$ cat src/rtl/pmid_pkg.sv
// Constants, field layouts and carrier types for the monitor identification registers
package pmid_pkg;

	// ----------------------------------------------------------------
	// Build configuration
	// ----------------------------------------------------------------
	localparam logic               PMID_MON_PRESENT     = 1'b1; // Monitor extension built in
	localparam logic               PMID_TWO_SEC_STATES  = 1'b1; // Two security states built in
	localparam logic               PMID_EXPORT_SUPPORT  = 1'b1; // Event export built in
	localparam int unsigned        PMID_NUM_GROUPS      = 4;
	localparam int unsigned        PMID_GRP_W           = 2;
	localparam logic [3:0]         PMID_CTRS_PER_GROUP  = 4'h4;
	localparam logic [7:0]         PMID_GROUP_TOTAL_M1  = 8'h03; // Groups minus one
	localparam logic [7:0]         PMID_CTR_TOTAL_M1    = 8'h0F; // Counters minus one
	localparam logic [6:0]         PMID_STREAM_GROUP_ID_BASE       = 7'h00; // Stream group of group 0
	// Implemented events: wr/rd/any access, wr/rd/any alloc, cycle/64, cycle
	localparam logic [7:0]         PMID_EVT_IMPL        = 8'hFF;

	// ----------------------------------------------------------------
	// Register offsets (byte addresses)
	// ----------------------------------------------------------------
	localparam logic [11:0]        PMID_OFF_GROUP_CTRL  = 12'h800;
	localparam logic [11:0]        PMID_OFF_CONFIG      = 12'hE00;
	localparam logic [11:0]        PMID_OFF_CONTROL     = 12'hE04;
	localparam logic [11:0]        PMID_OFF_EVT_LO      = 12'hE20;
	localparam logic [11:0]        PMID_OFF_EVT_HI      = 12'hE24;
	localparam logic [11:0]        PMID_OFF_AUTH        = 12'hFB8;

	// ----------------------------------------------------------------
	// Field positions
	// ----------------------------------------------------------------
	localparam int unsigned        PMID_AUTH_TOBS_IMPL  = 7;
	localparam int unsigned        PMID_AUTH_TOBS_ON    = 6;
	localparam int unsigned        PMID_AUTH_OOBS_IMPL  = 3;
	localparam int unsigned        PMID_AUTH_OOBS_ON    = 2;
	localparam int unsigned        PMID_EVT_ACC_LSB     = 16;
	localparam int unsigned        PMID_EVT_ALLOC_LSB   = 8;
	localparam int unsigned        PMID_EVT_CYC_LSB     = 0;
	localparam int unsigned        PMID_CFG_NCG_LSB     = 24;
	localparam int unsigned        PMID_CFG_USER_BIT    = 19;
	localparam int unsigned        PMID_CFG_EX_BIT      = 16;
	localparam int unsigned        PMID_CFG_PRESC_BIT   = 15;
	localparam int unsigned        PMID_CFG_CYC_BIT     = 14;
	localparam int unsigned        PMID_CFG_SIZE_LSB    = 8;
	localparam logic [5:0]         PMID_CFG_SIZE_VAL    = 6'h1F;
	localparam int unsigned        PMID_CFG_N_LSB       = 0;
	localparam int unsigned        PMID_CTL_X_BIT       = 4;
	localparam int unsigned        PMID_CTL_P_BIT       = 1;
	localparam int unsigned        PMID_CTL_E_BIT       = 0;
	localparam int unsigned        PMID_GRP_CNT_LSB     = 24;
	localparam int unsigned        PMID_GRP_STREAM_GROUP_ID_LSB    = 16;
	localparam int unsigned        PMID_GRP_X_BIT       = 12;
	localparam int unsigned        PMID_GRP_E_BIT       = 11;
	localparam int unsigned        PMID_GRP_REVEAL_BIT  = 10;
	localparam int unsigned        PMID_GRP_SCOPE_LSB   = 8;
	localparam int unsigned        PMID_GRP_BANK_LSB    = 0;

	// ----------------------------------------------------------------
	// Types
	// ----------------------------------------------------------------
	typedef enum logic [1:0] {
		PMID_SCOPE_GLOBAL = 2'h0,
		PMID_SCOPE_STREAM = 2'h1,
		PMID_SCOPE_BANK   = 2'h2,
		PMID_SCOPE_RSVD   = 2'h3
	} pmid_scope_t;

	typedef struct packed {
		logic        export_on;
		logic        count_on;
		logic        bank_reveal_flag;
		pmid_scope_t count_scope_select;
		logic [7:0]  bank_pointer;
	} pmid_grp_t;

	typedef struct packed {
		logic debug_allow;
		logic observe_allow;
		logic trusted_halt_allow;
		logic trusted_observe_allow;
	} pmid_auth_t;

	localparam pmid_grp_t          PMID_GRP_RESET       = '{1'b0, 1'b0, 1'b0, PMID_SCOPE_GLOBAL, 8'h00};
	localparam logic [31:0]        PMID_WORD_ZERO       = 32'h0000_0000;

endpackage : pmid_pkg

$ cat src/rtl/pmid_group_ctrl.sv
// One counter-group control word with its writable fields and read view
`timescale 1ns/10ps
`default_nettype none
module pmid_group_ctrl
	import pmid_pkg::*;
#(
	parameter logic [PMID_GRP_W-1:0] GRP_INDEX = '0
) (
	input  wire logic        core_clk,
	input  wire logic        rst_b,
	input  wire logic        wr_en,
	input  wire logic [31:0] wdata,
	input  wire logic        cb_upd_en,
	input  wire logic        cb_upd_export,
	input  wire logic        cb_upd_enable,
	output var  pmid_grp_t   fields_q,
	output logic [31:0]      rdata
);

	// ----------------------------------------------------------------
	// Field update
	// ----------------------------------------------------------------
	pmid_grp_t   fields_d;
	pmid_scope_t scope_wr;
	logic [6:0]  stream_group_id;

	assign scope_wr = pmid_scope_t'(wdata[PMID_GRP_SCOPE_LSB +: 2]);
	assign stream_group_id     = PMID_STREAM_GROUP_ID_BASE + 7'(GRP_INDEX);

	// Bus write wins over a context-bank mirror update in the same cycle
	always_comb begin
		fields_d = fields_q;
		if (wr_en) begin
			fields_d.export_on        = wdata[PMID_GRP_X_BIT];
			fields_d.count_on         = wdata[PMID_GRP_E_BIT];
			fields_d.bank_reveal_flag = wdata[PMID_GRP_REVEAL_BIT];
			fields_d.bank_pointer     = wdata[PMID_GRP_BANK_LSB +: 8];
			// The reserved scope code is dropped so the scope never holds it
			if (scope_wr != PMID_SCOPE_RSVD) begin
				fields_d.count_scope_select = scope_wr;
			end
		end else if (cb_upd_en) begin
			fields_d.export_on = cb_upd_export;
			fields_d.count_on  = cb_upd_enable;
		end
	end

	always_ff @(posedge core_clk) begin
		if (!rst_b) begin
			fields_q <= PMID_GRP_RESET;
		end else begin
			fields_q <= fields_d;
		end
	end

	// ----------------------------------------------------------------
	// Read view: count and stream group are constants, so writes miss them
	// ----------------------------------------------------------------
	always_comb begin
		rdata = PMID_WORD_ZERO;
		rdata[PMID_GRP_CNT_LSB +: 4]    = PMID_CTRS_PER_GROUP;
		rdata[PMID_GRP_STREAM_GROUP_ID_LSB +: 7]   = stream_group_id;
		rdata[PMID_GRP_X_BIT]           = fields_q.export_on;
		rdata[PMID_GRP_E_BIT]           = fields_q.count_on;
		rdata[PMID_GRP_REVEAL_BIT]      = fields_q.bank_reveal_flag;
		rdata[PMID_GRP_SCOPE_LSB +: 2]  = fields_q.count_scope_select;
		rdata[PMID_GRP_BANK_LSB +: 8]   = fields_q.bank_pointer;
	end

endmodule : pmid_group_ctrl
`default_nettype wire

$ cat src/rtl/pmid_regs.sv
// Identification, configuration and counter-group control registers of the monitor
//
// Operation
// - Two states: open observe-debug enabled bit is debug OR observe input.
// - Two states: trusted observe bit is (debug OR observe) AND (trusted halt OR trusted observe).
// - Two states: both observe-implemented bits read one, all four halt bits zero.
// - One state: trusted observe implemented reads one, enabled is debug OR observe.
// - One state: open observe bits and all halt bits zero; bits 31:8 zero.
// - Event word bits 18:16 flag access write, read and any access events.
// - Event word bits 10:8 flag allocation events for write, read and any.
// - Event word bit 1 cycle/64, bit 0 cycle event; other bits reserved.
// - Upper event word is reserved; an absent extension leaves the map unknown.
// - Config bits 31:24 hold the number of counter groups minus one.
// - Config user-access, prescale and dedicated cycle counter bits read zero.
// - Config export bit shows export support; control export bit writable only then.
// - Config counter size field always reads 0b011111 for 32-bit counters.
// - Config low byte holds counter count minus one, at most 256 counters.
// - Group word shows its counter count, 1 to 15, read only.
// - Group word shows its affiliated stream group, read only.
// - Group export bit mirrors the context bank control export field.
// - Group count-enable bit mirrors the context bank control enable field.
// - Reveal flag exposes the group in the bank chosen by the pointer.
// - Scope: 00 global, 01 stream matches, 10 indexed bank, 11 reserved.
`timescale 1ns/10ps
`default_nettype none
module pmid_regs
	import pmid_pkg::*;
(
	input  wire logic                                 core_clk,
	input  wire logic                                 rst_b,
	input  wire logic                                 reg_req,
	input  wire logic                                 reg_write,
	input  wire logic [11:0]                          reg_addr,
	input  wire logic [31:0]                          reg_wdata,
	output logic                                      reg_ack_q,
	output logic [31:0]                               reg_rdata_q,
	input  wire logic                                 debug_allow_input,
	input  wire logic                                 observe_allow_input,
	input  wire logic                                 trusted_halt_allow_input,
	input  wire logic                                 trusted_observe_allow_input,
	input  wire logic                                 cb_upd_valid,
	input  wire logic [PMID_GRP_W-1:0]                cb_upd_group,
	input  wire logic                                 cb_upd_export,
	input  wire logic                                 cb_upd_enable,
	output var  pmid_grp_t [PMID_NUM_GROUPS-1:0]      grp_fields_q,
	output logic                                      ctl_export_q,
	output logic                                      ctl_enable_q,
	output logic                                      ctr_reset_pulse_q,
	output logic                                      trusted_count_permit_q,
	output logic                                      open_count_permit_q
);

	// ----------------------------------------------------------------
	// Debug permission synchronisers
	// ----------------------------------------------------------------
	// The permission levels come from pins in another domain, so each
	// passes two flip-flops; only the second one is read onward.
	localparam int unsigned AUTH_W = 4;

	logic [AUTH_W-1:0] auth_raw;
	logic [AUTH_W-1:0] auth_meta_q;
	logic [AUTH_W-1:0] auth_sync_q;
	pmid_auth_t        auth;

	assign auth_raw = {debug_allow_input, observe_allow_input,
	                   trusted_halt_allow_input, trusted_observe_allow_input};

	genvar gs;
	generate
		for (gs = 0; gs < AUTH_W; gs++) begin : g_sync
			always_ff @(posedge core_clk) begin
				if (!rst_b) begin
					auth_meta_q[gs] <= 1'b0;
					auth_sync_q[gs] <= 1'b0;
				end else begin
					auth_meta_q[gs] <= auth_raw[gs];
					auth_sync_q[gs] <= auth_meta_q[gs];
				end
			end
		end
	endgenerate

	assign auth = pmid_auth_t'(auth_sync_q);

	// ----------------------------------------------------------------
	// Debug authentication status word
	// ----------------------------------------------------------------
	logic any_observe;
	logic trusted_observe;
	logic [31:0] auth_word;

	assign any_observe     = auth.debug_allow | auth.observe_allow;
	assign trusted_observe = any_observe & (auth.trusted_halt_allow | auth.trusted_observe_allow);

	// Halt-debug bits are never set: this unit offers observation only
	always_comb begin
		auth_word = PMID_WORD_ZERO;
		if (PMID_TWO_SEC_STATES) begin
			auth_word[PMID_AUTH_TOBS_IMPL] = 1'b1;
			auth_word[PMID_AUTH_OOBS_IMPL] = 1'b1;
			auth_word[PMID_AUTH_OOBS_ON]   = any_observe;
			auth_word[PMID_AUTH_TOBS_ON]   = trusted_observe;
		end else begin
			auth_word[PMID_AUTH_TOBS_IMPL] = 1'b1;
			auth_word[PMID_AUTH_TOBS_ON]   = any_observe;
		end
	end

	// Counting permissions handed to the counters, from flops
	always_ff @(posedge core_clk) begin
		if (!rst_b) begin
			trusted_count_permit_q <= 1'b0;
			open_count_permit_q    <= 1'b0;
		end else begin
			trusted_count_permit_q <= auth_word[PMID_AUTH_TOBS_ON];
			open_count_permit_q    <= auth_word[PMID_AUTH_OOBS_ON];
		end
	end

	// ----------------------------------------------------------------
	// Common event identifier words
	// ----------------------------------------------------------------
	logic [31:0] evt_lo_word;
	logic [31:0] evt_hi_word;

	always_comb begin
		evt_lo_word = PMID_WORD_ZERO;
		evt_lo_word[PMID_EVT_ACC_LSB +: 3]   = PMID_EVT_IMPL[7:5];
		evt_lo_word[PMID_EVT_ALLOC_LSB +: 3] = PMID_EVT_IMPL[4:2];
		evt_lo_word[PMID_EVT_CYC_LSB +: 2]   = PMID_EVT_IMPL[1:0];
	end

	// Reserved and unknown; zero is a legal unknown and keeps reads stable
	assign evt_hi_word = PMID_WORD_ZERO;

	// ----------------------------------------------------------------
	// Configuration word
	// ----------------------------------------------------------------
	logic [31:0] cfg_word;

	always_comb begin
		cfg_word = PMID_WORD_ZERO;
		cfg_word[PMID_CFG_NCG_LSB +: 8]  = PMID_GROUP_TOTAL_M1;
		cfg_word[PMID_CFG_USER_BIT]      = 1'b0;
		cfg_word[PMID_CFG_PRESC_BIT]     = 1'b0;
		cfg_word[PMID_CFG_CYC_BIT]       = 1'b0;
		cfg_word[PMID_CFG_EX_BIT]        = PMID_EXPORT_SUPPORT;
		cfg_word[PMID_CFG_SIZE_LSB +: 6] = PMID_CFG_SIZE_VAL;
		cfg_word[PMID_CFG_N_LSB +: 8]    = PMID_CTR_TOTAL_M1;
	end

	// ----------------------------------------------------------------
	// Address decode
	// ----------------------------------------------------------------
	// Only word-aligned addresses hit; anything else reads zero.
	localparam int unsigned GRP_HI = 2 + PMID_GRP_W;

	logic                  addr_aligned;
	logic                  hit_auth;
	logic                  hit_evt_lo;
	logic                  hit_evt_hi;
	logic                  hit_cfg;
	logic                  hit_ctl;
	logic                  hit_grp;
	logic [PMID_GRP_W-1:0] grp_sel;
	logic                  wr_req;
	logic                  wr_ctl;

	assign addr_aligned = (reg_addr[1:0] == 2'h0);
	assign hit_auth     = addr_aligned & (reg_addr == PMID_OFF_AUTH);
	assign hit_evt_lo   = addr_aligned & (reg_addr == PMID_OFF_EVT_LO);
	assign hit_evt_hi   = addr_aligned & (reg_addr == PMID_OFF_EVT_HI);
	assign hit_cfg      = addr_aligned & (reg_addr == PMID_OFF_CONFIG);
	assign hit_ctl      = addr_aligned & (reg_addr == PMID_OFF_CONTROL);
	assign hit_grp      = addr_aligned & (reg_addr[11:GRP_HI] == PMID_OFF_GROUP_CTRL[11:GRP_HI]);
	assign grp_sel      = reg_addr[GRP_HI-1:2];
	// An absent extension takes no writes at all
	assign wr_req       = reg_req & reg_write & PMID_MON_PRESENT;
	assign wr_ctl       = wr_req & hit_ctl;

	// ----------------------------------------------------------------
	// Monitor control word: export, enable and counter reset
	// ----------------------------------------------------------------
	logic ctl_export_d;
	logic ctl_enable_d;

	// Export only sticks where export exists; otherwise it stays zero
	assign ctl_export_d = wr_ctl ? (reg_wdata[PMID_CTL_X_BIT] & PMID_EXPORT_SUPPORT) : ctl_export_q;
	assign ctl_enable_d = wr_ctl ? reg_wdata[PMID_CTL_E_BIT] : ctl_enable_q;

	always_ff @(posedge core_clk) begin
		if (!rst_b) begin
			ctl_export_q      <= 1'b0;
			ctl_enable_q      <= 1'b0;
			ctr_reset_pulse_q <= 1'b0;
		end else begin
			ctl_export_q      <= ctl_export_d;
			ctl_enable_q      <= ctl_enable_d;
			ctr_reset_pulse_q <= wr_ctl & reg_wdata[PMID_CTL_P_BIT];
		end
	end

	logic [31:0] ctl_word;

	// The counter reset bit is write-only and reads zero
	always_comb begin
		ctl_word = PMID_WORD_ZERO;
		ctl_word[PMID_CTL_X_BIT] = ctl_export_q;
		ctl_word[PMID_CTL_E_BIT] = ctl_enable_q;
	end

	// ----------------------------------------------------------------
	// Counter-group control words
	// ----------------------------------------------------------------
	// The writer must keep reveal to stream or bank scope and zero an
	// unused pointer; the fields are passed on as written, except a reserved scope code.
	logic [31:0] grp_rd [PMID_NUM_GROUPS];

	genvar gg;
	generate
		for (gg = 0; gg < PMID_NUM_GROUPS; gg++) begin : g_grp
			logic grp_wr;
			logic grp_cb;

			assign grp_wr = wr_req & hit_grp & (grp_sel == PMID_GRP_W'(gg));
			assign grp_cb = cb_upd_valid & (cb_upd_group == PMID_GRP_W'(gg));

			pmid_group_ctrl #(
				.GRP_INDEX     (PMID_GRP_W'(gg))
			) u_grp (
				.core_clk      (core_clk),
				.rst_b         (rst_b),
				.wr_en         (grp_wr),
				.wdata         (reg_wdata),
				.cb_upd_en     (grp_cb),
				.cb_upd_export (cb_upd_export),
				.cb_upd_enable (cb_upd_enable),
				.fields_q      (grp_fields_q[gg]),
				.rdata         (grp_rd[gg])
			);
		end
	endgenerate

	// ----------------------------------------------------------------
	// Read selection
	// ----------------------------------------------------------------
	// Read-only words have no write path, so a write there is dropped.
	logic [31:0] rd_word;
	logic [31:0] rd_mapped;

	assign rd_mapped = hit_auth   ? auth_word   :
	                   hit_evt_lo ? evt_lo_word :
	                   hit_evt_hi ? evt_hi_word :
	                   hit_cfg    ? cfg_word    :
	                   hit_ctl    ? ctl_word    :
	                   hit_grp    ? grp_rd[grp_sel] :
	                                PMID_WORD_ZERO;
	assign rd_word   = PMID_MON_PRESENT ? rd_mapped : PMID_WORD_ZERO;

	// ----------------------------------------------------------------
	// Answer
	// ----------------------------------------------------------------
	// Every request is answered one cycle later; writes answer zero data.
	always_ff @(posedge core_clk) begin
		if (!rst_b) begin
			reg_ack_q   <= 1'b0;
			reg_rdata_q <= PMID_WORD_ZERO;
		end else begin
			reg_ack_q   <= reg_req;
			reg_rdata_q <= (reg_req & ~reg_write) ? rd_word : PMID_WORD_ZERO;
		end
	end

endmodule : pmid_regs
`default_nettype wire

$ cat config.mk
export PLATFORM = sky130hd
export DESIGN_NAME = pmid_regs
export DESIGN_NICKNAME = d
export VERILOG_FILES = /design/src/rtl/pmid_pkg.sv /design/src/rtl/pmid_group_ctrl.sv /design/src/rtl/pmid_regs.sv
export SDC_FILE = /design/constraint.sdc
export NUM_CORES = 1
export LEC_CHECK = 0
export BUFFER_PORTS_ARGS = -buffer_cell sky130_fd_sc_hd__buf_2
export CORE_MARGIN = 2
export CORE_UTILIZATION = 53
export DETAILED_ROUTE_END_ITERATION = 8
export GPL_TIMING_DRIVEN = 1
export PLACE_DENSITY_LB_ADDON = 0.2
export SETUP_SLACK_MARGIN = 0.15
export SYNTH_ARGS = -nofsm -noshare
export SYNTH_HDL_FRONTEND = slang
export SYNTH_HIERARCHICAL = 1
export SYNTH_SLANG_ARGS = --single-unit
$ cat constraint.sdc
create_clock -name core_clk -period 2.54 [get_ports core_clk]
set_input_delay 0.381 -clock core_clk [delete_from_list [all_inputs] [get_ports core_clk]]
set_output_delay 0.381 -clock core_clk [all_outputs]
set_load 0.1 [all_outputs]
==> flow_summary_export.csv <==
group,metric,value,unit
status,status,"finished clean",
clocking,cts.reportedPaths.clkPinSlew,90,ps
power_and_ir_drop,power_frac_comb,9.7,%
sta,rsz0062_at_grt,"no",
synthesis,yosysUniqueCellTypes,42,
placed_design,dp.final_hpwl,8.14,mm
job,maxCapViolations,0,
finish,multi_input_gate_area,2510,sq um
sta,normalized_max_slew_margin,35.5,%
floorplanning,std_cell_rows,36,
route,num_vias,3573,
global_routing,grt_remaining_overflow,0,
setup_path,crit_buf_inv,2,
power_and_ir_drop,switching_share,25.4,%
synthesis,synth_area_leaders,"sky130_fd_sc_hd__dfxtp_1, sky130_fd_sc_hd__buf_4, sky130_fd_sc_hd__mux4_2, sky130_fd_sc_hd__mux2i_1, sky130_fd_sc_hd__nor2_1",
finish,final_layout_size_suffix_gt1_share,34.6,%
power_and_ir_drop,internal_power,2140,uW
sta,timing.fmax,0.497,GHz
clocking,htree_levels,3,
route,totalWireLength,11.2,mm
sta,finalSetupViolations,0,
power_and_ir_drop,powerDensity,508,nW/um^2
power_and_ir_drop,clock_power_share,36.1,%
hold_path,hold_path_class,"input port to flip-flop",
global_routing,first_global_vias,3496,
clocking,hold_buffers,0,
clocking,cts-root-to-sink-buffers,2,
synthesis,post_synth_inst_count,528,
finish,n_fill_cell,916,
finish,final_cell_count_no_fill,732,
synthesis,post-synth-top-count-cell,"sky130_fd_sc_hd__buf_4",
synthesis,synth-seq-cells,98,
global_routing,grt_first_pass_wirelength,17.9,mm
floorplanning,initial_standard_cell_utilization_of_the_core,54.7,%
placed_design,gp_congestion,0.860,
setup_path,critPathTopFamily,"simple AND/OR/NAND/NOR gates",
finish,finish.instance_area,5650,sq um
synthesis,yosys_warnings,6,
sta,setup_tns,0,ps
synthesis,synth_edf_count,0,
power_and_ir_drop,vdd.ir_drop.worst,0.256,mV
sta,final_worst_hold_slack,221,ps
setup_path,worst-endpoint-arrival,2240,ps
power_and_ir_drop,net-switching-power,728,uW
sta,post-route-period-util,79.2,%
setup_path,timing.rr.start,"g_grp[3].u_grp/fields_q[4]",
floorplanning,die_w,104,um
setup_path,timing.critical_path.slowest_cell_delay,410,ps
sta,finalMaxSlewViolations,0,
clocking,ctsResizeCount,0,
route,avgRoutedWirePerCell,15.3,um
clocking,cts_tree,"built",
synthesis,synth_top_flop_cell,"sky130_fd_sc_hd__dfxtp_1",
global_routing,initial_antenna_violation_count,0,
sta,transition_time_at_the_pin_with_the_least_slew_margin,966,ps
route,vias_per_cell,4.88,
clocking,clock_sink_count,98,
clocking,tritoncts.num_buffers,9,
route,drt_first_iter_violations,127,
clocking,clock_tree.root_cell,"sky130_fd_sc_hd__clkbuf_8",
global_routing,grt_util_all_layers,21.0,%
floorplanning,floorplan.die.height,104,um
synthesis,synth_commonest_cells,"sky130_fd_sc_hd__buf_4, sky130_fd_sc_hd__dfxtp_1, sky130_fd_sc_hd__mux2i_1",
sta,number_of_hold_slack_violations_in_the_final_timing_report,0,
sta,finalClockSkew,13.5,ps
finish,antenna_cells_inserted,0,
floorplanning,core,9770,sq um
setup_path,crit_type,"input port to flip-flop",
global_routing,grt_max_degree,38,
placed_design,placed_cells_incl_taps,716,
setup_path,critical_path_cell_by_cell,"buf_2, or3_4, nor3_1, nand2_1, nor4_2, buf_12, mux2i_1, nor2_1",
synthesis,syn_area_per_cell,10.1,sq um
placed_design,io_buffers,127,
finish,area_growth_syn_to_layout,5.74,%
synthesis,synthArstFlopShare,0,%
sta,period_minus_slack,2010,ps
hold_path,worstHoldStart,"observe_allow_input",
synthesis,synth.top_cell.area_share,36.7,%
synthesis,cell_type_with_the_highest_aggregate_area_in_the_netlist,"sky130_fd_sc_hd__dfxtp_1",
finish,seqCellArea,1960,sq um
setup_path,cp_max_fo,14,
synthesis,synth.yosys.seq_area_share,36.7,%
power_and_ir_drop,power.leakage,0.00254,uW
route,drc,0,
setup_path,crit_path_start_kind,"input port",
setup_path,critPathLaunch,"reg_addr[6]",
clocking,insertion_delay,370,ps
route,ant_nets,0,
setup_path,critPathSlowestCell,"sky130_fd_sc_hd__or3_4",
clocking,postCtsSetupBuffers,0,
setup_path,required_time_worst_endpoint,2770,ps
floorplanning,ioPinCount,147,
placed_design,placed_cell_areas,5450,sq um
route,dr.pass1.iters,4,
synthesis,synth_area,5340,sq um
setup_path,setup.worst_path.end_class,"flip-flop",
finish,nNetsFinal,651,
floorplanning,floorplan.die_area,10900,sq um
power_and_ir_drop,pwr-share-seq,54.1,%
## routing by layer
layer	global-route usage [%]	wire length [um]	up-vias
li1	-	-	1738
met1	27.4	5050	1720
met2	34.3	5300	107
met3	6.20	751	8
met4	5.31	103	0
met5	0	0	-
## final timing paths
path,slack [ps],to,depth (start not counted)
setup reg to reg,1080,reg_rdata_q[4],3
hold reg to reg,430,auth[2],1
setup / recovery,530,g_grp[0].u_grp/fields_q[3],8
hold / removal,220,auth_meta_q[2],2
## through the flow
step	utilization, %	worst slack (ps)	total power, uW
final	57.8	528	2870
after CTS	57.8	553	2880
after detailed placement	55.7	178	1870
after floorplan	-	223	1870
after global routing	57.8	385	2980
after global placement	55.7	177	1860
## state kept, by name (all words and copies together) (netlist names)
name and flops:
ctl_enable_q 1, open_count_permit_q 1, reg_rdata_q 32, ctr_reset_pulse_q 1, ctl_export_q 1, auth_meta_q 4
g_grp.u_grp/fields_q 52, reg_ack_q 1, trusted_count_permit_q 1, auth 4
## final cells by class
type	instances	area share (%)
multi-input combinational	332	44.4
sequential	98	34.7
timing repair buffer	138	13.4
tap	133	2.95
clock buffer	10	2.44
clock inverter	6	1.13
inverter	15	0.996
## cells in the final DEF (no fill, tap or decap), drive strengths merged, types with 2 or more instances in the layout
cell type and n:
a211oi 13, a21boi 4, a21oi 11, a22oi 2, a31oi 2, and2 9
and3 17, buf 138, clkbuf 10, clkinv 2, clkinvlp 2, conb 76
dfxtp 98, inv 16, mux2i 44, mux4 32, nand2 21, nand2b 6
nand3 5, nor2 43, nor2b 12, nor3 8, nor4 4, o211a 4
o21ai 2, or2 3, or3 3, or4 2
## power by group through the flow
stage / Combinational [uW] / Sequential, uW / Clock, uW
2_1_floorplan: 240 / 1630 / 0
3_3_place_gp: 273 / 1590 / 0
3_5_place_dp: 277 / 1590 / 0
4_1_cts: 277 / 1550 / 1050
5_1_grt: 304 / 1550 / 1120
6_report: 279 / 1550 / 1040
## kinds of logic (layout without fill, tap and decap cells)
family	after synthesis	count (layout)	share of synthesized area [%]
DFF	98	98	36.7
buffers and inverters	166	169	21.6
other	8	76	0.562
AOI/OAI and AO/OA	42	42	6.20
and+or+nand+nor	138	138	13.2
muxes	76	76	21.7
No activity file was read; power rests on OpenSTA's default activity.
